<file path="src/design/ncl_pkg.sv">
// package: constants and carrier types of the nonvolatile config loader
`default_nettype none
// Function
// - wake byte0 bit0 enables exact-match wakeup
// - master wake enable low ignores exact-match bit
// - wake bytes supply flag attributes defaults
// - wake byte1 bit6 picks attach driver type
// - wake byte1 bit5 enables attach pin signalling
// - wake byte1 bit4 polarity, ignored when disabled
// - wake byte1 bit1 enables broadcast packet wakeup
// - wake byte1 bit0 enables frames, loads filter 0
// - attach pin only in inter-chip link mode
// - indicator byte0 bits3:0 enable indicator pins
// - indicator byte1 loads pin1 and pin0 functions
// - indicator byte2 loads pin3 and pin2 functions
// - indicator bytes3 and 4 load behaviour word
// - reset protection keeps indicator registers over reset
// - flags word0 bits31,30,21 feed link register
// - flags word0 bits29:27 feed squelch tune field
// - flags word0 bit20 feeds low power permission
// - flags word0 bits19:17 feed sleep indicator fields
// - wake byte0 bit7 gates byte0 wake parameters
package ncl_pkg;

    ////////////////////////////////////////////////////////////////////////////
    // byte addresses in the nonvolatile memory
    localparam logic [7:0] ADDR_WAKE0 = 8'h08;
    localparam logic [7:0] ADDR_WAKE1 = 8'h09;
    localparam logic [7:0] ADDR_IND0 = 8'h0a;
    localparam logic [7:0] ADDR_IND1 = 8'h0b;
    localparam logic [7:0] ADDR_IND2 = 8'h0c;
    localparam logic [7:0] ADDR_IND3 = 8'h0d;
    localparam logic [7:0] ADDR_IND4 = 8'h0e;
    localparam logic [7:0] ADDR_CFG0_B2 = 8'h12; // flags word0 bits 23:16
    localparam logic [7:0] ADDR_CFG0_B3 = 8'h13; // flags word0 bits 31:24

    // read sequence index of each byte
    localparam logic [3:0] IDX_WAKE0 = 4'h0;
    localparam logic [3:0] IDX_WAKE1 = 4'h1;
    localparam logic [3:0] IDX_IND0 = 4'h2;
    localparam logic [3:0] IDX_IND1 = 4'h3;
    localparam logic [3:0] IDX_IND2 = 4'h4;
    localparam logic [3:0] IDX_IND3 = 4'h5;
    localparam logic [3:0] IDX_IND4 = 4'h6;
    localparam logic [3:0] IDX_CFG_B2 = 4'h7;
    localparam logic [3:0] IDX_CFG_B3 = 4'h8;
    localparam logic [3:0] IDX_LAST = 4'h8;

    // field positions inside the bytes
    localparam int WAKE0_MASTER_BIT = 7;
    localparam int WAKE0_EXACT_BIT = 0;
    localparam int WAKE1_PP_BIT = 6;
    localparam int WAKE1_ATT_EN_BIT = 5;
    localparam int WAKE1_POL_BIT = 4;
    localparam int WAKE1_BCAST_BIT = 1;
    localparam int WAKE1_WAKEUP_FRAME_FILTER_BIT = 0;
    localparam int IND0_EN_LSB = 0;
    localparam int B3_EN50_BIT = 7;   // word0 bit 31
    localparam int B3_SLEW_BIT = 6;   // word0 bit 30
    localparam int B3_SQU_LSB = 3;    // word0 bits 29:27
    localparam int B2_SWAP_BIT = 5;   // word0 bit 21
    localparam int B2_SUSP_BIT = 4;   // word0 bit 20
    localparam int B2_SLP_SEL_LSB = 2; // word0 bits 19:18
    localparam int B2_SLP_POL_BIT = 1; // word0 bit 17

    ////////////////////////////////////////////////////////////////////////////
    // loader states
    typedef enum logic [1:0] {
        ST_IDLE = 2'b00,
        ST_ISSUE = 2'b01,
        ST_WAIT = 2'b10,
        ST_DONE = 2'b11
    } ncl_state_type;

    // flag attributes register defaults
    typedef struct packed {
        logic wake_pin_signal_enable;
        logic exact_destination_match;
        logic broadcast_wake;
        logic wakeup_frame_filter;
        logic attach_push_pull;
        logic attach_enable;
        logic attach_polarity;
    } ncl_flag_attributes_register_type;

    // hardware configuration register defaults
    typedef struct packed {
        logic [3:0] indicator_enable;
        logic [1:0] sleep_indicator_select_cfg;
        logic sleep_indicator_polarity;
    } ncl_hardware_configuration_register_type;

    // phy indication mode select and behaviour registers
    typedef struct packed {
        logic [15:0] func;
        logic [15:0] behav;
    } ncl_phy_ind_type;

    // inter-chip link enable register defaults
    typedef struct packed {
        logic link_50ohm_driver_enable;
        logic link_slew_tune;
        logic link_pin_swap;
    } ncl_link_type;

    // usb analog front end and usb configuration zero defaults
    typedef struct packed {
        logic [2:0] squelch_tune_field;
        logic low_power_allow;
    } ncl_usb_type;

    // whole state of the loader
    typedef struct packed {
        ncl_state_type st;
        logic [3:0] idx;
        logic start;
        logic [7:0] addr;
        logic done;
        logic wuff0_load;
        logic attach_o;
        logic attach_oe_n;
        logic [1:0] link_sync;
        ncl_flag_attributes_register_type flag;
        ncl_hardware_configuration_register_type hw;
        ncl_phy_ind_type ind;
        ncl_link_type link;
        ncl_usb_type usb;
    } ncl_main_type;

    // whole state of the byte reader
    typedef struct packed {
        logic busy;
        logic req;
        logic [7:0] addr;
        logic valid;
        logic [7:0] data;
    } ncl_rd_state_type;

    // all clear after reset, except that the attach pin is released, not driven low
    localparam ncl_main_type NCL_MAIN_RESET = '{
        st: ST_IDLE, idx: 4'h0, start: 1'b0, addr: 8'h00, done: 1'b0,
        wuff0_load: 1'b0, attach_o: 1'b0, attach_oe_n: 1'b1, link_sync: 2'b00,
        flag: '0, hw: '0, ind: '0, link: '0, usb: '0};
    localparam ncl_rd_state_type NCL_RD_RESET = '0;

endpackage : ncl_pkg
`default_nettype wire

</file>
<file path="src/design/ncl_byte_reader.sv">
// module: one-byte read handshake towards the nonvolatile memory port
`timescale 1ns/10ps
`default_nettype none
module ncl_byte_reader (
    input wire logic clk_sys,
    input wire logic rst,
    input wire logic rd_start,
    input wire logic [7:0] rd_addr,
    output logic rd_valid,
    output logic [7:0] rd_data,
    output logic mem_req,
    output logic [7:0] mem_addr,
    input wire logic mem_ack,
    input wire logic [7:0] mem_data
);
    import ncl_pkg::*;

    ncl_rd_state_type q; // registered state
    ncl_rd_state_type next; // next state

    ////////////////////////////////////////////////////////////////////////////
    // request held until the memory acknowledges; a stray ack is ignored
    always_comb begin
        next = q;
        next.valid = 1'b0;
        if (!q.busy) begin
            // start ignored while a read is open
            if (rd_start) begin
                next.busy = 1'b1;
                next.req = 1'b1;
                next.addr = rd_addr;
            end
        end else if (mem_ack && q.req) begin
            // data taken in the ack cycle
            next.busy = 1'b0;
            next.req = 1'b0;
            next.valid = 1'b1;
            next.data = mem_data;
        end
        if (rst) begin
            next = NCL_RD_RESET;
        end
    end

    // single state register
    always_ff @(posedge clk_sys) begin
        q <= next;
    end

    assign rd_valid = q.valid;
    assign rd_data = q.data;
    assign mem_req = q.req;
    assign mem_addr = q.addr;

endmodule : ncl_byte_reader
`default_nettype wire

</file>
<file path="src/design/ncl_loader.sv">
// module: loads register defaults from nonvolatile configuration bytes
`timescale 1ns/10ps
`default_nettype none
module ncl_loader (
    input wire logic clk_sys,
    input wire logic rst,
    input wire logic nv_present,
    input wire logic rst_protect,
    input wire logic interchip_link_mode,
    input wire logic usb_attach_ready,
    output logic mem_req,
    output logic [7:0] mem_addr,
    input wire logic mem_ack,
    input wire logic [7:0] mem_data,
    output logic load_done,
    output ncl_pkg::ncl_flag_attributes_register_type flag_attributes_register,
    output ncl_pkg::ncl_hardware_configuration_register_type hardware_configuration_register,
    output ncl_pkg::ncl_phy_ind_type phy_indication_register,
    output ncl_pkg::ncl_link_type interchip_link_enable_register,
    output ncl_pkg::ncl_usb_type usb_config,
    output logic wuff0_load,
    output logic attach_pin_o,
    output logic attach_pin_oe_n
);
    import ncl_pkg::*;

    ////////////////////////////////////////////////////////////////////////////
    // state and helpers

    ncl_main_type q; // registered state
    ncl_main_type next; // next state
    logic rd_valid; // byte returned, one cycle
    logic [7:0] rd_data; // byte value
    logic attach_active; // attach wanted now
    logic attach_level; // pin level when driven
    logic fire; // a byte is taken this cycle

    // memory address of each sequence entry
    function automatic logic [7:0] byte_addr(input logic [3:0] i);
        logic [7:0] a;
        a = ADDR_WAKE0;
        unique case (i)
            IDX_WAKE0: a = ADDR_WAKE0;
            IDX_WAKE1: a = ADDR_WAKE1;
            IDX_IND0: a = ADDR_IND0;
            IDX_IND1: a = ADDR_IND1;
            IDX_IND2: a = ADDR_IND2;
            IDX_IND3: a = ADDR_IND3;
            IDX_IND4: a = ADDR_IND4;
            IDX_CFG_B2: a = ADDR_CFG0_B2;
            IDX_CFG_B3: a = ADDR_CFG0_B3;
            default: a = ADDR_WAKE0; // indices above the last never occur
        endcase
        return a;
    endfunction : byte_addr

    ////////////////////////////////////////////////////////////////////////////
    // byte reader, one outstanding read at a time

    ncl_byte_reader u_reader (
        .clk_sys(clk_sys),
        .rst(rst),
        .rd_start(q.start),
        .rd_addr(q.addr),
        .rd_valid(rd_valid),
        .rd_data(rd_data),
        .mem_req(mem_req),
        .mem_addr(mem_addr),
        .mem_ack(mem_ack),
        .mem_data(mem_data)
    );

    assign fire = (q.st == ST_WAIT) && rd_valid;

    ////////////////////////////////////////////////////////////////////////////
    // next-state logic: sequencer, byte decode, attach pin, reset

    always_comb begin
        next = q;
        // pulses default low
        next.start = 1'b0;
        next.wuff0_load = 1'b0;
        // link mode strap is a pin, two flops before use
        next.link_sync = {q.link_sync[0], interchip_link_mode};

        unique case (q.st)
            // first cycle after reset: decide whether there is a memory
            ST_IDLE: begin
                if (nv_present) begin
                    next.st = ST_ISSUE;
                end else begin
                    // memoryless: reset defaults stand, protected ones kept
                    next.st = ST_DONE;
                    next.done = 1'b1;
                end
            end
            // launch the read of the current byte
            ST_ISSUE: begin
                next.start = 1'b1;
                next.addr = byte_addr(q.idx);
                next.st = ST_WAIT;
            end
            // wait for the byte and land it in its register
            ST_WAIT: begin
                if (rd_valid) begin
                    unique case (q.idx)
                        IDX_WAKE0: begin
                            // wake byte 0 into flag attributes
                            next.flag.wake_pin_signal_enable =
                                rd_data[WAKE0_MASTER_BIT];
                            // exact match wake gated by master enable
                            next.flag.exact_destination_match =
                                rd_data[WAKE0_EXACT_BIT] && rd_data[WAKE0_MASTER_BIT];
                        end
                        IDX_WAKE1: begin
                            // wake byte 1 into flag attributes
                            next.flag.attach_push_pull = rd_data[WAKE1_PP_BIT];
                            next.flag.attach_enable = rd_data[WAKE1_ATT_EN_BIT];
                            next.flag.attach_polarity = rd_data[WAKE1_POL_BIT];
                            next.flag.broadcast_wake = rd_data[WAKE1_BCAST_BIT];
                            next.flag.wakeup_frame_filter = rd_data[WAKE1_WAKEUP_FRAME_FILTER_BIT];
                            // filter 0 set up from memory only when enabled
                            next.wuff0_load = rd_data[WAKE1_WAKEUP_FRAME_FILTER_BIT];
                        end
                        IDX_IND0: begin
                            // upper nibble reserved, dropped
                            next.hw.indicator_enable = rd_data[IND0_EN_LSB +: 4];
                        end
                        IDX_IND1: begin
                            // pin1 in the high nibble, pin0 in the low
                            next.ind.func[7:0] = rd_data;
                        end
                        IDX_IND2: begin
                            // pin3 in the high nibble, pin2 in the low
                            next.ind.func[15:8] = rd_data;
                        end
                        IDX_IND3: begin
                            next.ind.behav[7:0] = rd_data;
                        end
                        IDX_IND4: begin
                            next.ind.behav[15:8] = rd_data;
                        end
                        IDX_CFG_B2: begin
                            // word0 bits 23:16; bit 16 belongs elsewhere
                            next.link.link_pin_swap = rd_data[B2_SWAP_BIT];
                            next.usb.low_power_allow = rd_data[B2_SUSP_BIT];
                            next.hw.sleep_indicator_select_cfg =
                                rd_data[B2_SLP_SEL_LSB +: 2];
                            next.hw.sleep_indicator_polarity =
                                rd_data[B2_SLP_POL_BIT];
                        end
                        IDX_CFG_B3: begin
                            // word0 bits 31:24; bits 26:24 reserved, dropped
                            next.link.link_50ohm_driver_enable =
                                rd_data[B3_EN50_BIT];
                            next.link.link_slew_tune = rd_data[B3_SLEW_BIT];
                            next.usb.squelch_tune_field =
                                rd_data[B3_SQU_LSB +: 3];
                        end
                        default: begin
                            // index past the last never occurs
                            next.st = ST_DONE;
                        end
                    endcase
                    // advance, or finish once every byte has landed
                    if (q.idx == IDX_LAST) begin
                        next.st = ST_DONE;
                        next.done = 1'b1;
                    end else begin
                        next.idx = q.idx + 4'h1;
                        next.st = ST_ISSUE;
                    end
                end
            end
            // loaded: values hold until the next reset
            ST_DONE: begin
                next.done = 1'b1;
            end
        endcase

        // attach pin: only after load, in link mode, when usb is ready
        attach_active = q.done && q.link_sync[1] && usb_attach_ready;
        attach_level = attach_active ? q.flag.attach_polarity
                                     : !q.flag.attach_polarity;
        if (!q.flag.attach_enable) begin
            // disabled: pin released, polarity and driver ignored
            next.attach_o = 1'b0;
            next.attach_oe_n = 1'b1;
        end else if (q.flag.attach_push_pull) begin
            // push-pull: always driven
            next.attach_o = attach_level;
            next.attach_oe_n = 1'b0;
        end else begin
            // open drain: drive low only, a high level is a release
            next.attach_o = 1'b0;
            next.attach_oe_n = attach_level;
        end

        // synchronous reset; protected indication registers survive it
        if (rst) begin
            next = NCL_MAIN_RESET;
            if (rst_protect) begin
                next.ind = q.ind;
            end
        end
    end

    // single state register
    always_ff @(posedge clk_sys) begin
        q <= next;
    end

    ////////////////////////////////////////////////////////////////////////////
    // outputs, all straight from the state register

    assign load_done = q.done;
    assign flag_attributes_register = q.flag;
    assign hardware_configuration_register = q.hw;
    assign phy_indication_register = q.ind;
    assign interchip_link_enable_register = q.link;
    assign usb_config = q.usb;
    assign wuff0_load = q.wuff0_load;
    assign attach_pin_o = q.attach_o;
    assign attach_pin_oe_n = q.attach_oe_n;
endmodule : ncl_loader
`default_nettype wire

</file>
<file path="config.mk">
export PLATFORM = sky130hd
export DESIGN_NAME = ncl_loader
export DESIGN_NICKNAME = d
export VERILOG_FILES = /design/src/design/ncl_pkg.sv /design/src/design/ncl_byte_reader.sv /design/src/design/ncl_loader.sv
export SDC_FILE = /design/constraint.sdc
export NUM_CORES = 1
export LEC_CHECK = 0
export ABC_AREA = 1
export BUFFER_PORTS_ARGS = -buffer_cell sky130_fd_sc_hd__buf_2
export CORE_MARGIN = 4
export CORE_UTILIZATION = 54
export DETAILED_ROUTE_END_ITERATION = 10
export PLACE_DENSITY = 0.79
export SLEW_MARGIN = 40
export SYNTH_ARGS = -nofsm -noshare
export SYNTH_HDL_FRONTEND = slang
export SYNTH_SLANG_ARGS = --single-unit
</file>
<file path="constraint.sdc">
create_clock -name clk_sys -period 2.1 [get_ports clk_sys]
set_input_delay 0.21 -clock clk_sys [delete_from_list [all_inputs] [get_ports clk_sys]]
set_output_delay 0.21 -clock clk_sys [all_outputs]
set_load 0.03 [all_outputs]
</file>
* After elaboration in Yosys (flattened, before gate mapping)
Memories as Yosys holds them, arrays and structs flattened. A register that Yosys moved wholly into a read port is not among the register bits.
Index checks and enable logic that the tools add are counted.
** Storage, ports and cells
- Flip-flop bits (word level) :: 93
- Output and inout bits :: 66
- Logic and storage cells :: 124
- ROM bits :: 80
- Memories :: 1
- Bits of input ports :: 15
** Memory list
- (name not given) :: depth 16, bits a word 5, rd ports 1, clocked after memory_dff 1, wr ports 0, line ncl_loader.sv:42 : unique case (i)
** Cells by class
- $add $sub $neg :: 1
- Bitwise logic cells :: 7
- Muxes and demuxes :: 31
- Equality and inequality tests :: 16
- Reductions and logical operators :: 35
** Operator list (count)
- two-way mux 39 bit :: 3
- two-way mux 32 bit :: 1
- two-way mux 8 bit :: 4
- AND reduction 4 bit :: 5
- two-way mux 9 bit :: 2
- AND reduction 3 bit :: 6
- equality test 4 x 3 -> 1 bit, second input constant :: 4
- nonzero test 2 bit :: 7
- two-way mux 2 bit :: 6
- two-way mux 4 bit :: 3
- two-way mux 10 bit :: 1
- equality test 4 x 2 -> 1 bit, second input constant :: 2
- AND reduction 2 bit :: 4
- two-way mux 1 bit :: 7
- inverter 1 bit :: 7
- two-way mux 6 bit :: 1
- != test 2 bit, second input constant :: 3
- one-hot mux 2 bit (3 select lines) :: 1
- nonzero test 3 bit :: 2
- adder 4 x 1 -> 4 bit, second input constant :: 1
- equality test 2 bit, second input constant :: 2
- equality test 4 x 1 -> 1 bit, second input constant :: 1
- equality test 4 bit, second input constant :: 1
- logical AND 1 bit :: 4
- other kinds (10) :: 12

* Logic depth before layout (Yosys ltp)
- Depth in word-level cells :: 5
- Depth in mapped cells :: 11
- Depth with buffers taken out :: 11

* Modules after synthesis
From an unflattened synthesis, not the netlist that was laid out.
** Unflattened totals
- Cells, all modules :: 448
- Area total of the unflattened synthesis :: 4190.3 sq um
** By module, submodules not included
- ncl_loader :: cells each 333, seq. area each 1841.8 sq um, area each 3309.4 sq um, instances 1
- ncl_byte_reader :: cells each 115, seq. area each 380.4 sq um, area each 880.8 sq um, instances 1

* Worst setup path before layout
No wires, ideal clock.
- Path type :: register -> register
- From :: register q[72] (netlist bit)
- To :: register q, in the netlist phy_indication_register[24] (enable)
- Data required time :: 1.713 ns
- Path slack :: 0.195 ns
- Library setup time :: 0.387 ns
- Path buffers :: 0
- Cell stages (with the launch flop) :: 7
- Data arrival time :: 1.518 ns
- Period minus slack after synthesis :: 1.905 ns
- Path through :: dfxtp_1 -> inv_1 -> ha_1 -> nand2_1 -> clkinv_2 -> nand2_1 -> o31ai_1
** Between the ends
- Word-level cells in the longest chain between the ends :: 3
** Ends and longest elaborated chain
- start, declared :: line ncl_loader.sv:30 : ncl_main_type q;
- start signal, assigned :: line ncl_loader.sv:210 : q <= next;
- equality test 2 bit :: line ncl_loader.sv:86 : unique case (q.st)
- nonzero test 2 bit (no source line)
- AND reduction 4 bit (no source line)
No other way between the ends.
A chain may end at the register's enable or synchronous reset.

* Worst setup path in the final report
- From :: register q[72] (netlist bit)
- To :: register q, in the netlist phy_indication_register[30] (enable)
The elaborated chain is that of the path after synthesis.

==> key figures <==
CTS
  – Deepest clock path buffer count: 2
  – Clk_lat worst skew: 0.36 ns
  – Root Buffer: clkbuf_8
  – Post-cts resize count: 0
  – CTS buffer count: 9
  – Clock Pin Slew Worst Setup and Hold Paths: 0.09 ns
  – TritonCTS Sinks: 92
  – Number of H-tree levels: 3
  – CTS tree: built
  – Post-CTS Setup Repair Bufs: 0
  – CTS Hold Bufs: 0

Worst setup path
  – WP data required: 2.16 ns
  – CP arrival: 1.77 ns
  – Crit path top cell by count: nand2_1
  – FF-to-FF End: phy_indication_register[30]
  – Reg2reg setup slack: 0.40 ns
  – Crit Path Class: register to register
  – CP max FO: 8
  – Critical-path top delay cell: dfxtp_1
  – CP Capture Type: register
  – Slowest Stage Delay on Critical Path: 0.34 ns
  – Startpoint Class: register
  – FF-to-FF path depth: 7
  – RR Startpoint: q[72]
  – CP Cell Sequence: inv_1 > ha_1 > nand2_1 > clkinv_2 > nand2_1 > o31ai_1 > buf_4

Final layout
  – # diodes: 0
  – FF/Latch Area: 0.00216 sq mm
  – Most frequent cells in the layout: buf_2, dfxtp_1, o21ai_0
  – Filler cells: 589
  – Multi-input logic area: 1000 sq um
  – Area delta synth->final: 6.07%
  – Post-layout net count: 443
  – Commonest non-fill, non-tap cell in the layout: buf_2
  – Share of cells above drive strength 1: 28.0%

Power and ir drop
  – Pwr Density: 914 mW/mm^2
  – NetSw: 0.00106 W
  – Switching part of the total: 28.6%
  – Comb power frac: 14.8%
  – Flop pwr share: 55.0%
  – Leakage dissipation: 1.81 nW
  – Total internal power: 0.00264 W
  – Clk pwr share: 30.2%
  – VDD IR-drop max: 0.000559 V
  – Pwr Total: 0.00370 W

STA
  – Period utilization: 81.0%
  – Hold slack: 0.0519 ns
  – Least-Margin Pin Slew: 0.627 ns
  – Clk_skew: 0.0127 ns
  – Slew Viols, Final: 0
  – Fmax: 0.588 GHz
  – Final setup fails: 0
  – Count of final hold-check violations: 0
  – RSZ-0062 raised after global routing: no
  – TNS Setup: 0 ns
  – Relative slew slack: 57.9%
  – Crit path time final: 1.70 ns

Yosys
  – Syn Inst Count: 393
  – Main area contributors after synthesis: dfxtp_1, edfxtp_1, buf_4
  – Top-area cell type share of the netlist area: 31.5%
  – Synth area leader: dfxtp_1
  – Synthesized cell area: 0.00381 sq mm
  – Syn. warnings: 0
  – Synthesized flop and latch total: 92
  – Post-synth cell types: 31
  – Mean Syn Cell Area: 9.71 sq um
  – Seq/Total Area, Yosys: 56.7%

Global route
  – Busiest grt layer: met2
  – Total congestion overflow: 0
  – Gr usage total: 17.6%
  – Global-route wire length before repair: 11800 microns
  – Initial antenna violation count: 0
  – Met3 usage: 4.35%
  – Vias in the first global route: 2541
  – GRT met2 Usage: 30.8%
  – Met1 usage: 20.1%
  – Largest net degree at the start of global routing: 40

Route
  – WL final: 7220 microns
  – Antenna-violating nets left: 0
  – DR DRC count: 0
  – Via count: 2561
  – Initial DRC count: 138
  – Routed vias/inst: 4.92
  – First-pass DRT Iterations: 4
  – DR WL/cell: 13.8 microns

Placed design
  – RD Place Congestion: 0.786
  – Placed wire-length estimate: 5340 microns
  – PortBufs: 77

Flow run
  – Max Cap Viol: 0

Min path
  – Hold Crit Depth: 3
  – Hold Crit Class: primary input to register
  – Hold Path End: u_reader.rd_data[1]
  – Min-delay src: mem_data[1]

Floorplanning
  – Die Area: 0.00847 sq mm
  – Num rows: 30
  – Die X-Extent: 92.1 microns
  – Ports: 81
  – Initial Util: 55.8%
  – Core area: 0.00683 sq mm
  – Die Height: 92.1 microns

Outcome
  – Status: finished clean
-- stage by stage --
stage / worst slack, ns / instances / cell area (sq um) / util (%)
detailed placement: 0.419 / 505 / 3860 / 56.5
floorplan: 0.195 / 395 / 3820 / -
global placement: 0.535 / 505 / 3860 / 56.5
finish: 0.398 / 521 / 4050 / 59.2
global route: 0.258 / 521 / 4050 / 59.2
CTS: 0.400 / 521 / 4050 / 59.2
-- flip-flops by register name (all words and copies together), names as in the netlist, named ones only --
register and count:
u_reader.rd_data 8, attach_pin_o 1, u_reader.q 1, interchip_link_enable_register 3
hardware_configuration_register 7, q 14, u_reader.rd_valid 1, u_reader.mem_req 1
u_reader.mem_addr 5, attach_pin_oe_n 1, phy_indication_register 32, flag_attributes_register 7
usb_config 4, load_done 1, wuff0_load 1
-- per-layer routing --
metal / part of all wire, % / vias to the layer above
met2: 51 / 77
met4: 2.3 / 0
met5: 0 / -
met3: 5.5 / 16
li1: - / 1272
met1: 41 / 1196
-- cells by family after synthesis --
group           Yosys count  share of synthesized area [%]
flops                    92                           56.7
simple gates            110                           13.4
compound gates           72                           9.68
other cells               1                         0.0983
xor+xnor                  1                          0.230
buf+inv                 109                           17.3
fa+ha+maj                 8                           2.62
-- critical path: cells and delay by family (launching register included) --
| family | cells | cell delay [ns] |
|---|---|---|
| compound gates | 1 | 0.23 |
| buf+inv | 3 | 0.44 |
| flops | 1 | 0.34 |
| fa+ha+maj | 1 | 0.20 |
| simple gates | 2 | 0.20 |
-- synthesized netlist by cell type --
library cell and instances:
nor3_1 1, inv_4 1, a21oi_1 26, nand2_2 3
or2_2 1, nor4_1 1, and3_1 1, conb_1 1
edfxtp_1 32, o21ai_1 1, inv_1 32, o21ai_0 41
nor2_2 4, o31ai_1 1, ha_1 8, nand2_1 37
nand3_2 4, buf_4 63, nand2_4 1, xor2_1 1
dfxtp_1 60, nand3_4 1, o211ai_1 2, buf_6 1
nor2_1 39, nand3_1 14, clkinv_2 1, buf_2 3
nand4_1 3, a31oi_1 1, inv_2 8
-- final cells by class --
cell class                      instances  share of cell area (%)
Inverter                               42                    3.99
Multi-Input combinational cell        194                    24.7
Clock buffer                           12                    3.87
Timing Repair Buffer                   81                    10.3
Sequential cell                        92                    53.4
Tap cell                               96                    2.97
Clock inverter                          4                   0.773
-- power by group through the flow --
stage               registers, W  logic, W  clock network, W
CTS                      0.00203  0.000552           0.00112
global route             0.00205  0.000623           0.00120
floorplan                0.00209  0.000444                 0
detailed placement       0.00208  0.000549                 0
finish                   0.00203  0.000548           0.00112
global placement         0.00207  0.000532                 0
-- worst max path at each step --
stage                from                     endpoint  slack [ns]
floorplan           q[72]  phy_indication_register[24]        0.20
global placement    q[72]  phy_indication_register[11]        0.53
detailed placement  q[72]  phy_indication_register[28]        0.42
CTS                 q[72]  phy_indication_register[30]        0.40
global route        q[72]  phy_indication_register[30]        0.26
finish              q[72]  phy_indication_register[30]        0.40
Power figures use the tool's default switching activity.
